File: src/hsl_pkg.sv
// Shared constants, types and decode helpers for the hub strap block
package hsl_pkg;

  // Register byte offsets
  localparam logic [7:0] ADDR_STRAP = 8'h00;
  localparam logic [7:0] ADDR_STATUS = 8'h04;
  localparam logic [7:0] ADDR_MASK = 8'h08;
  localparam logic [7:0] ADDR_LEVEL = 8'h0C;
  localparam logic [7:0] ADDR_CTRL = 8'h10;

  // Event layout shared by status and mask
  localparam int EVT_W = 8;
  localparam int EVT_SPEED_BIT = 7;
  localparam logic [7:0] STATUS_RST = 8'h00;
  localparam logic [7:0] MASK_RST = 8'h00;

  // Control register: bit 0 enables the speed indicator
  localparam int CTRL_LED_EN_BIT = 0;
  localparam logic CTRL_LED_EN_RST = 1'b1;

  // Strap and level readback field positions
  localparam int STRAP_CFG_LSB = 0;
  localparam int STRAP_PAIR_LSB = 4;
  localparam int STRAP_MASK_LSB = 8;
  localparam int STRAP_DONE_BIT = 16;
  localparam int LEVEL_HS_BIT = 8;

  localparam logic [1:0] NONREM_NONE = 2'h0;
  localparam logic [2:0] NONREM_MASK_RST = 3'h0;
  localparam logic [2:0] CFG_RST = 3'h0;
  localparam logic [6:0] OC_RST = 7'h00;

  typedef enum logic {
    HSL_PH_IDLE,
    HSL_PH_ANSWER
  } hsl_phase_e;

  typedef struct packed {
    logic captured;
    logic [2:0] cfg;
    logic [1:0] nonrem_pair;
    logic [2:0] nonrem_mask;
  } hsl_strap_s;

  typedef struct packed {
    logic [6:0] level;
    logic [6:0] onset;
  } hsl_oc_s;

  // Strap pair to non-removable mask of ports 3..1
  function automatic logic [2:0] nonrem_decode(input logic [1:0] pair);
    case (pair)
      2'h1: nonrem_decode = 3'h1;
      2'h2: nonrem_decode = 3'h3;
      2'h3: nonrem_decode = 3'h7;
      default: nonrem_decode = 3'h0;
    endcase
  endfunction

endpackage

File: src/hsl_hub_strap_top.sv
// Hub strap latch, upstream speed indicator and over-current sense with APB
`timescale 1ns/100ps
`default_nettype none
// Functional notes
// When enabled, the upper and lower non-removable straps are sampled together at release.
// Pair 00 keeps all ports removable, 01 fixes port 1, 10 ports 1-2, 11 ports 1-3.
// Configuration select bit 0 is latched from the serial clock pin at reset release.
// Configuration select bit 1 is latched from the shared indicator pin at reset release.
// The speed indicator is active high when latched bit 1 is 0, active low when it is 1.
// The speed indicator is asserted for a high-speed upstream link, negated for full speed.
// A low level on a port's over-current input marks an over-current for that port.
// Without the strap enable the non-removable pins are ignored and all ports stay removable.
// Configuration select bit 2 is latched too and reads 0 where the package lacks the pin.
// Latched straps stay fixed from release until the next reset.
module hsl_hub_strap_top (
  input wire logic clk,
  input wire logic rst,
  input wire logic psel,
  input wire logic penable,
  input wire logic pwrite,
  input wire logic [7:0] paddr,
  input wire logic [31:0] pwdata,
  input wire logic [3:0] pstrb,
  output logic [31:0] prdata,
  output logic pready,
  output logic pslverr,
  output logic irq,
  input wire logic nonrem_strap_enable,
  input wire logic cfg_bit2_pin_present,
  input wire logic config_method_bit0,
  input wire logic config_method_bit2,
  input wire logic nonremovable_strap_hi,
  input wire logic nonremovable_strap_lo,
  input wire logic upstream_highspeed_led_in,
  output logic upstream_highspeed_led_out,
  output logic upstream_highspeed_led_oe_n,
  input wire logic upstream_connected,
  input wire logic upstream_at_highspeed,
  input wire logic [6:0] overcurrent_sense_n,
  output logic [2:0] config_method,
  output logic [1:0] nonremovable_strap_pair,
  output logic [2:0] nonremovable_ports,
  output logic [6:0] overcurrent_level
);

  typedef struct packed {
    hsl_pkg::hsl_phase_e phase;
    logic pready;
    logic pslverr;
    logic [31:0] prdata;
    logic [7:0] status;
    logic [7:0] mask;
    logic led_en;
    logic irq;
    logic led_active;
    logic led_out;
    logic led_oe_n;
  } hsl_top_s;

  hsl_top_s r_reg;
  hsl_top_s r_next;
  hsl_pkg::hsl_strap_s strap;
  hsl_pkg::hsl_oc_s oc;

  // Shared pin is read as config bit 1 while the driver is still off
  hsl_strap_latch u_strap (
    .clk(clk),
    .rst(rst),
    .nonrem_strap_en(nonrem_strap_enable),
    .has_cfg_bit2_pin(cfg_bit2_pin_present),
    .cfg_bit0_pin(config_method_bit0),
    .cfg_bit1_pin(upstream_highspeed_led_in),
    .cfg_bit2_pin(config_method_bit2),
    .strap_hi_pin(nonremovable_strap_hi),
    .strap_lo_pin(nonremovable_strap_lo),
    .strap(strap)
  );

  hsl_oc_sense u_oc (
    .clk(clk),
    .rst(rst),
    .overcurrent_sense_n(overcurrent_sense_n),
    .oc(oc)
  );

  function automatic logic addr_hit(input logic [7:0] a);
    case (a)
      hsl_pkg::ADDR_STRAP,
      hsl_pkg::ADDR_STATUS,
      hsl_pkg::ADDR_MASK,
      hsl_pkg::ADDR_LEVEL,
      hsl_pkg::ADDR_CTRL: addr_hit = 1'b1;
      default: addr_hit = 1'b0;
    endcase
  endfunction

  // Strap readback word
  function automatic logic [31:0] strap_word(input hsl_pkg::hsl_strap_s s);
    logic [31:0] w;
    w = 32'h0000_0000;
    w[hsl_pkg::STRAP_CFG_LSB +: 3] = s.cfg;
    w[hsl_pkg::STRAP_PAIR_LSB +: 2] = s.nonrem_pair;
    w[hsl_pkg::STRAP_MASK_LSB +: 3] = s.nonrem_mask;
    w[hsl_pkg::STRAP_DONE_BIT] = s.captured;
    strap_word = w;
  endfunction

  logic led_active;
  logic [7:0] events;
  logic [31:0] rd_word;
  logic access;
  logic done;
  logic low_lane;

  always_comb
  begin
    r_next = r_reg;

    // Indicator asserts only for a live high-speed link
    led_active = strap.captured
      & upstream_connected
      & upstream_at_highspeed
      & r_reg.led_en;
    r_next.led_active = led_active;

    events = 8'h00;
    events[6:0] = oc.onset;
    events[hsl_pkg::EVT_SPEED_BIT] = led_active ^ r_reg.led_active;

    // Sticky status; a fresh event survives a clearing read
    r_next.status = r_reg.status | events;

    rd_word = 32'h0000_0000;
    case (paddr)
      hsl_pkg::ADDR_STRAP:
      begin
        rd_word = strap_word(strap);
      end
      hsl_pkg::ADDR_STATUS:
      begin
        rd_word[7:0] = r_reg.status;
      end
      hsl_pkg::ADDR_MASK:
      begin
        rd_word[7:0] = r_reg.mask;
      end
      hsl_pkg::ADDR_LEVEL:
      begin
        rd_word[6:0] = oc.level;
        rd_word[hsl_pkg::LEVEL_HS_BIT] = r_reg.led_active;
      end
      hsl_pkg::ADDR_CTRL:
      begin
        rd_word[hsl_pkg::CTRL_LED_EN_BIT] = r_reg.led_en;
      end
      default:
      begin
        rd_word = 32'h0000_0000;
      end
    endcase

    access = psel & penable;
    done = access & r_reg.pready;
    low_lane = pstrb[0];

    r_next.pready = 1'b0;
    r_next.pslverr = 1'b0;
    r_next.prdata = 32'h0000_0000;

    case (r_reg.phase)
      hsl_pkg::HSL_PH_IDLE:
      begin
        if (access)
        begin
          // Answer one cycle into the access phase
          r_next.pready = 1'b1;
          r_next.pslverr = ~addr_hit(paddr);
          r_next.prdata = pwrite ? 32'h0000_0000 : rd_word;
          r_next.phase = hsl_pkg::HSL_PH_ANSWER;
        end
      end
      hsl_pkg::HSL_PH_ANSWER:
      begin
        if (done)
        begin
          if (pwrite && low_lane)
          begin
            case (paddr)
              hsl_pkg::ADDR_MASK:
              begin
                r_next.mask = pwdata[7:0];
              end
              hsl_pkg::ADDR_CTRL:
              begin
                r_next.led_en = pwdata[hsl_pkg::CTRL_LED_EN_BIT];
              end
              default:
              begin
                r_next.mask = r_reg.mask;
              end
            endcase
          end
          else if (!pwrite && paddr == hsl_pkg::ADDR_STATUS)
          begin
            // Clear only what prdata reported; a bit that landed as it was taken survives
            r_next.status = (r_reg.status & ~r_reg.prdata[7:0]) | events;
          end
        end
        r_next.phase = hsl_pkg::HSL_PH_IDLE;
      end
      default:
      begin
        r_next.phase = hsl_pkg::HSL_PH_IDLE;
      end
    endcase

    r_next.irq = |(r_next.status & r_next.mask);

    // Pin stays released until the strap is safely captured
    r_next.led_oe_n = ~strap.captured;
    if (strap.cfg[1])
    begin
      r_next.led_out = ~led_active;
    end
    else
    begin
      r_next.led_out = led_active;
    end
    if (!strap.captured)
    begin
      r_next.led_out = 1'b0;
    end
  end

  always_ff @(posedge clk or posedge rst)
  begin
    if (rst)
    begin
      r_reg.phase <= hsl_pkg::HSL_PH_IDLE;
      r_reg.pready <= 1'b0;
      r_reg.pslverr <= 1'b0;
      r_reg.prdata <= 32'h0000_0000;
      r_reg.status <= hsl_pkg::STATUS_RST;
      r_reg.mask <= hsl_pkg::MASK_RST;
      r_reg.led_en <= hsl_pkg::CTRL_LED_EN_RST;
      r_reg.irq <= 1'b0;
      r_reg.led_active <= 1'b0;
      r_reg.led_out <= 1'b0;
      r_reg.led_oe_n <= 1'b1;
    end
    else
    begin
      r_reg <= r_next;
    end
  end

  assign prdata = r_reg.prdata;
  assign pready = r_reg.pready;
  assign pslverr = r_reg.pslverr;
  assign irq = r_reg.irq;
  assign upstream_highspeed_led_out = r_reg.led_out;
  assign upstream_highspeed_led_oe_n = r_reg.led_oe_n;
  assign config_method = strap.cfg;
  assign nonremovable_strap_pair = strap.nonrem_pair;
  assign nonremovable_ports = strap.nonrem_mask;
  assign overcurrent_level = oc.level;

endmodule // hsl_hub_strap_top
`default_nettype wire

File: src/hsl_strap_latch.sv
// Capture of configuration and non-removable straps at reset release
`timescale 1ns/100ps
`default_nettype none
module hsl_strap_latch (
  input wire logic clk,
  input wire logic rst,
  input wire logic nonrem_strap_en,
  input wire logic has_cfg_bit2_pin,
  input wire logic cfg_bit0_pin,
  input wire logic cfg_bit1_pin,
  input wire logic cfg_bit2_pin,
  input wire logic strap_hi_pin,
  input wire logic strap_lo_pin,
  output hsl_pkg::hsl_strap_s strap
);

  hsl_pkg::hsl_strap_s strap_reg;
  hsl_pkg::hsl_strap_s strap_next;

  // Pins are sampled at the first edge after release, never by the reset itself
  always_comb
  begin
    strap_next = strap_reg;
    if (!strap_reg.captured)
    begin
      strap_next.captured = 1'b1;
      strap_next.cfg[0] = cfg_bit0_pin;
      strap_next.cfg[1] = cfg_bit1_pin;
      strap_next.cfg[2] = cfg_bit2_pin & has_cfg_bit2_pin;
      if (nonrem_strap_en)
      begin
        strap_next.nonrem_pair = {strap_hi_pin, strap_lo_pin};
      end
      else
      begin
        strap_next.nonrem_pair = hsl_pkg::NONREM_NONE;
      end
      strap_next.nonrem_mask = hsl_pkg::nonrem_decode(strap_next.nonrem_pair);
    end
  end

  // Once captured nothing rewrites the straps until reset
  always_ff @(posedge clk or posedge rst)
  begin
    if (rst)
    begin
      strap_reg.captured <= 1'b0;
      strap_reg.cfg <= hsl_pkg::CFG_RST;
      strap_reg.nonrem_pair <= hsl_pkg::NONREM_NONE;
      strap_reg.nonrem_mask <= hsl_pkg::NONREM_MASK_RST;
    end
    else
    begin
      strap_reg <= strap_next;
    end
  end

  assign strap = strap_reg;

endmodule // hsl_strap_latch
`default_nettype wire

File: src/hsl_oc_sense.sv
// Per-port over-current level and onset detection
`timescale 1ns/100ps
`default_nettype none
module hsl_oc_sense (
  input wire logic clk,
  input wire logic rst,
  input wire logic [6:0] overcurrent_sense_n,
  output hsl_pkg::hsl_oc_s oc
);

  hsl_pkg::hsl_oc_s oc_reg;
  hsl_pkg::hsl_oc_s oc_next;

  // Low input means over-current; onset is a one-cycle pulse
  always_comb
  begin
    oc_next = oc_reg;
    oc_next.level = ~overcurrent_sense_n;
    oc_next.onset = ~overcurrent_sense_n & ~oc_reg.level;
  end

  always_ff @(posedge clk or posedge rst)
  begin
    if (rst)
    begin
      oc_reg.level <= hsl_pkg::OC_RST;
      oc_reg.onset <= hsl_pkg::OC_RST;
    end
    else
    begin
      oc_reg <= oc_next;
    end
  end

  assign oc = oc_reg;

endmodule // hsl_oc_sense
`default_nettype wire

File: config.mk
export PLATFORM = sky130hd
export DESIGN_NAME = hsl_hub_strap_top
export DESIGN_NICKNAME = d
export VERILOG_FILES = /design/src/hsl_pkg.sv /design/src/hsl_hub_strap_top.sv /design/src/hsl_strap_latch.sv /design/src/hsl_oc_sense.sv
export SDC_FILE = /design/constraint.sdc
export NUM_CORES = 1
export LEC_CHECK = 0
export BUFFER_PORTS_ARGS = -buffer_cell sky130_fd_sc_hd__buf_2
export CAP_MARGIN = 40
export CELL_PAD_IN_SITES_DETAIL_PLACEMENT = 0
export CELL_PAD_IN_SITES_GLOBAL_PLACEMENT = 1
export CORE_MARGIN = 2
export CORE_UTILIZATION = 38
export DETAILED_ROUTE_END_ITERATION = 10
export MAX_ROUTING_LAYER = met4
export PLACE_DENSITY = 0.92
export SYNTH_ARGS = -nofsm -noshare
export SYNTH_HDL_FRONTEND = slang
export SYNTH_HIERARCHICAL = 1
export SYNTH_SLANG_ARGS = --single-unit
export TNS_END_PERCENT = 1
File: constraint.sdc
create_clock -name clk -period 3.06 [get_ports clk]
set_clock_uncertainty 0.2 [all_clocks]
set_input_delay 0.306 -clock clk [delete_from_list [all_inputs] [get_ports clk]]
set_output_delay 0.306 -clock clk [all_outputs]
set_load 0.05 [all_outputs]
* After elaboration in Yosys (flattened, before gate mapping)
Index checks and enable logic that the tools add are counted.
Storage, ports and cells: flip-flop bits (word level) 79, input bits 65, word-level logic and storage cells 74
Cells by class: eq/ne operators 7, mux-type cells 24, bitwise gates (word level) 19, reduce and logical (&&, ||, !) cells 7
Operators by type and width (number):
- 35-bit two-way mux | 1
- 17-bit two-way mux | 2
- 34-bit two-way mux | 1
- 32-bit two-way mux | 1
- 8-bit two-way mux | 4
- 6-bit one-hot mux with 4 select lines | 1
- 8-bit bitwise AND | 2
- 8-bit by 4-bit == test with 1-bit output, second input constant | 2
- 8-bit bitwise OR | 2
- 7-bit NOT | 2
- 9-bit two-way mux | 1
- 3-bit one-hot mux with 3 select lines | 1
- 8-bit by 3-bit == test with 1-bit output, second input constant | 1
- 8-bit by 5-bit == test with 1-bit output, second input constant | 1
- 8-bit zero test | 1
- 8-bit NOT | 1
- 8-bit OR reduction | 1
- 7-bit bitwise AND | 1
- 1-bit bitwise AND | 6
- 1-bit two-way mux | 6
- 1-bit one-hot mux with 2 select lines | 3
- 1-bit one-hot mux with 5 select lines | 1
- 5-bit OR reduction | 1
- 2-bit == test, second input constant | 2
- other kinds (7) | 12

* Longest topological paths before layout
depth after elaboration 11, gate-level depth with buffers 6

* Hierarchy
Netlist, hierarchy kept.
By module, submodules not included:
- hsl_hub_strap_top | instances 1, cells an instance 153, area each 1834.3 um^2, seq. area each 878.3 um^2
- hsl_oc_sense | instances 1, cells an instance 29, area each 406.6 um^2, seq. area each 350.3 um^2
- hsl_strap_latch | instances 1, cells an instance 29, area each 325.3 um^2, seq. area each 200.2 um^2

* Worst setup path after synthesis
No wires, ideal clock.
kind register to register, from reg r_reg[55] in the netlist's numbering, to reg irq (netlist name), setup time 0.135 ns, arrival 2.011 ns, slack 0.714 ns, stages on the path, launching flop included 7, buffers on the path 1, cells stage by stage dfrtp_1 nand3_1 or4_4 buf_6 a211o_1 a22oi_2 nand4_1
RTL lines:
- start: declaration | line hsl_hub_strap_top.sv:60 | hsl_top_s r_reg;
- start signal: assignment | line hsl_hub_strap_top.sv:253 | r_reg <= r_next;

==> parameters.txt <==
Parameter                              Value

Run status
  Result of the run ... completed

Setup path
  Critical register-to-register path startpoint ... r_reg[55]
  Worst Reg2Reg Path Length in Cells ... 5
  Required time of the worst setup path ... 3.06 ns
  Largest fanout on the critical path ... 8
  Type of the worst setup path ... in -> reg
  Critical R2R Capture ... irq
  Setup slack, reg-to-reg ... 0.99 ns
  Critical Path AT ... 2.55 ns
  Capture point of the critical path ... irq
  Critical path launch point ... pwrite
  CP Capture Type ... flop
  Startpoint class of the critical path ... input port

STA
  Final worst path period share ... 83.1%
  Final-layout setup total negative slack ... 0 ns
  Rel. slew slack ... 61.6%
  Crit path setup slack, layout ... 0.519 ns
  Setup repair after global routing missed its margin ... no
  Final Hold Vio Count ... 0
  Tightest hold margin ... 0.0163 ns
  Total setup violations reported at the end of the flow ... 0
  Max Slew Vio Count ... 0
  Maximum operating frequency ... 0.393 GHz
  Worst Max-Slew Pin Slew ... 0.574 ns
  Fin crit period ... 2.54 ns

Finish
  Number of flip-flops in the largest register ... 19
  Final antenna diode count ... 0
  Post-route standard cell area excluding fillers ... 0.00313 mm^2
  Post-layout net count ... 352
  Fraction of final layout cells sized beyond drive strength 1 ... 42.1%
  Most common library cell in the layout ignoring fill and taps ... buf_2
  Most used cells in the layout excluding fill and tap cells ... buf_2, dfrtp_1, conb_1
  Post-synthesis to final-layout area growth ... 22.0%

GRT
  First-pass GRT wire length ... 8670 um
  Largest net degree at the start of global routing ... 36
  Number of global-route vias before repair ... 1,819
  Overall fraction of global-route tracks in use ... 16.2%
  Total grt overflow ... 0
  Antenna violations before repair ... 0

Synth
  Cell area after technology mapping ... 0.00257 mm^2
  Fraction of synthesis flops using an asynchronous set or reset pin ... 100%
  Number of distinct library cells after synthesis ... 36
  Count of state elements after synthesis ... 57
  Most common flop cell mapped by yosys ... dfrtp_1
  Cell count after synthesis ... 211
  Count of flip-flops with a built-in enable after synthesis ... 0
  Share of synthesized area occupied by flip-flops and latches ... 55.7%
  Count of warnings emitted by yosys ... 6
  Average size of a mapped cell ... 12.2 um^2

Route
  Detailed-route vias per instance ... 4.78
  Final routed DRC violation total ... 0
  1st-pass router iterations ... 4
  Wire length after detailed routing ... 5540 um
  Total number of vias ... 1,764
  Routed length per instance ... 15.0 um
  Antenna violation net count after detailed routing ... 0
  DRC marker count from the first detailed-route iteration ... 105

CTS
  TritonCTS clock tree ... built
  CTS clock-pin slew for the worst setup and hold paths ... 0.06 ns
  Master cell of the clock root buffer ... clkbuf_8
  Maximum root-to-sink buffer count ... 2
  Clock net sink count ... 57
  Number of buffers created by CTS ... 9
  Maximum level of the CTS H-tree ... 3
  Worst-skew pair later-pin latency ... 0.33 ns
  Number of cells upsized or downsized after cts ... 0

Power
  Combinational Power Share ... 13.9%
  Switching portion of total power ... 28.5%
  Sequential share of power ... 45.8%
  Sum of internal, switching and leakage power ... 1.73 mW
  Net switching component of the power ... 0.492 mW
  Part of the total power dissipated in the clock network ... 40.2%
  P_leak ... 1.57 nW
  Peak supply drop ... 0.000203 V
  P_int ... 1.24 mW
  Power per Cell Area ... 552 mW/mm^2

Place
  Area after detailed placement ... 0.00282 mm^2
  Placement Setup Slack ... 0.500 ns
  Routability Congestion ... 0.794
  Number of buffers inserted by port buffering ... 69
  Final HPWL from detailed placement ... 3960 um

Die
  Site row count ... 29
  Top Ports ... 117
  Starting density of the core ... 40.0%
  Die Y ... 86.2 um
  Area enclosed by the die boundary ... 0.00743 mm^2
  Die Wd ... 86.2 um
  Placeable core region ... 0.00642 mm^2

Flow run
  Max cap viols ... 0

Min path
  Type of the tightest min-delay check ... in -> reg
## kinds of logic (layout without fill, tap and decap cells)
logic type | Yosys count | after routing | synth area share, %
and+or+nand+nor | 59 | 59 | 13.2
DFF | 57 | 57 | 55.7
buffers and inverters | 50 | 112 | 12.7
AOI/OAI and AO/OA | 23 | 23 | 7.31
muxes | 18 | 18 | 10.1
other | 2 | 21 | 0.293
xor gates and xnor gates | 2 | 2 | 0.683
## worst max-delay path: stages
cell and delay (ns):
dlygate4sd3_1 0.53, buf_2 0.15, or3b_2 0.43, or4_4 0.51
a211o_1 0.36, a22oi_2 0.15, nand4_1 0.11
## cells in the mapped netlist (2+ instances only)
master,n,area [um^2]
o21ai_2,3,26.3
dfstp_2,2,52.6
nand2b_1,7,43.8
a22oi_1,6,45.0
and4_1,2,17.5
o22a_2,7,70.1
nor3_1,2,10.0
buf_4,33,248
nor2_1,13,48.8
dfrtp_1,55,1380
a21oi_1,2,10.0
nand3b_1,2,15.0
nand3_1,3,15.0
nor2b_1,2,12.5
o21ai_1,2,10.0
nand4_1,2,12.5
buf_1,2,7.51
nor4_1,2,12.5
inv_1,13,48.8
mux2_2,13,146
conb_1,2,7.51
nand2_1,12,45.0
and3_1,5,31.3
buf_6,2,22.5
mux4_2,5,113
or4_4,2,22.5
## layer usage
metal / routed length [um] / up-vias / track usage (%)
met5: 0 / - / -
met4: 72 / 0 / 6.39
met3: 329 / 7 / 4.57
met2: 2660 / 67 / 25.4
met1: 2480 / 866 / 19.9
li1: - / 824 / -
## worst min-delay path by stage
stage,start,to,slack [ns],cells after the start
2_1_floorplan,rst,u_strap/strap[0],-0.08,1
3_3_place_gp,rst,u_strap/strap[3],0.08,2
3_5_place_dp,rst,u_strap/strap[3],0.09,2
4_1_cts,config_method_bit2,u_strap/strap[7],0.002,3
5_1_grt,config_method_bit0,u_strap/strap[5],0.004,2
6_report,config_method_bit2,u_strap/strap[7],0.02,3
## repair_timing
| item | 4_1_cts | 5_1_grt |
|---|---|---|
| hold buffers | 11 | 0 |
| setup buffers | 0 | 0 |
| endpoints found under the hold margin | 72 | 0 |
## stage by stage
stage | cells | util [%]
global route | 369 | 48.7
detailed placement | 342 | 44.0
CTS | 369 | 48.7
finish | 369 | 48.7
floorplan | 230 | -
global placement | 342 | 44.0
## cell type report
| type | count | area, um^2 |
|---|---|---|
| clock buffers | 11 | 141 |
| clock inverters | 5 | 55.1 |
| fillers | 586 | 3290 |
| inverters | 13 | 48.8 |
| multi-input cells | 123 | 882 |
| flip-flops and latches | 57 | 1430 |
| well taps | 77 | 96.3 |
| repair buffers | 83 | 478 |
## power groups by stage
| stage | Combinational [mW] | Clock, mW | Sequential [mW] |
|---|---|---|---|
| 5_1_grt | 0.257 | 0.751 | 0.794 |
| 3_5_place_dp | 0.231 | 0 | 0.806 |
| 4_1_cts | 0.242 | 0.713 | 0.792 |
| 3_3_place_gp | 0.229 | 0 | 0.806 |
| 6_report | 0.241 | 0.695 | 0.792 |
| 2_1_floorplan | 0.135 | 0 | 0.859 |
No activity file was read; power rests on OpenSTA's default activity.
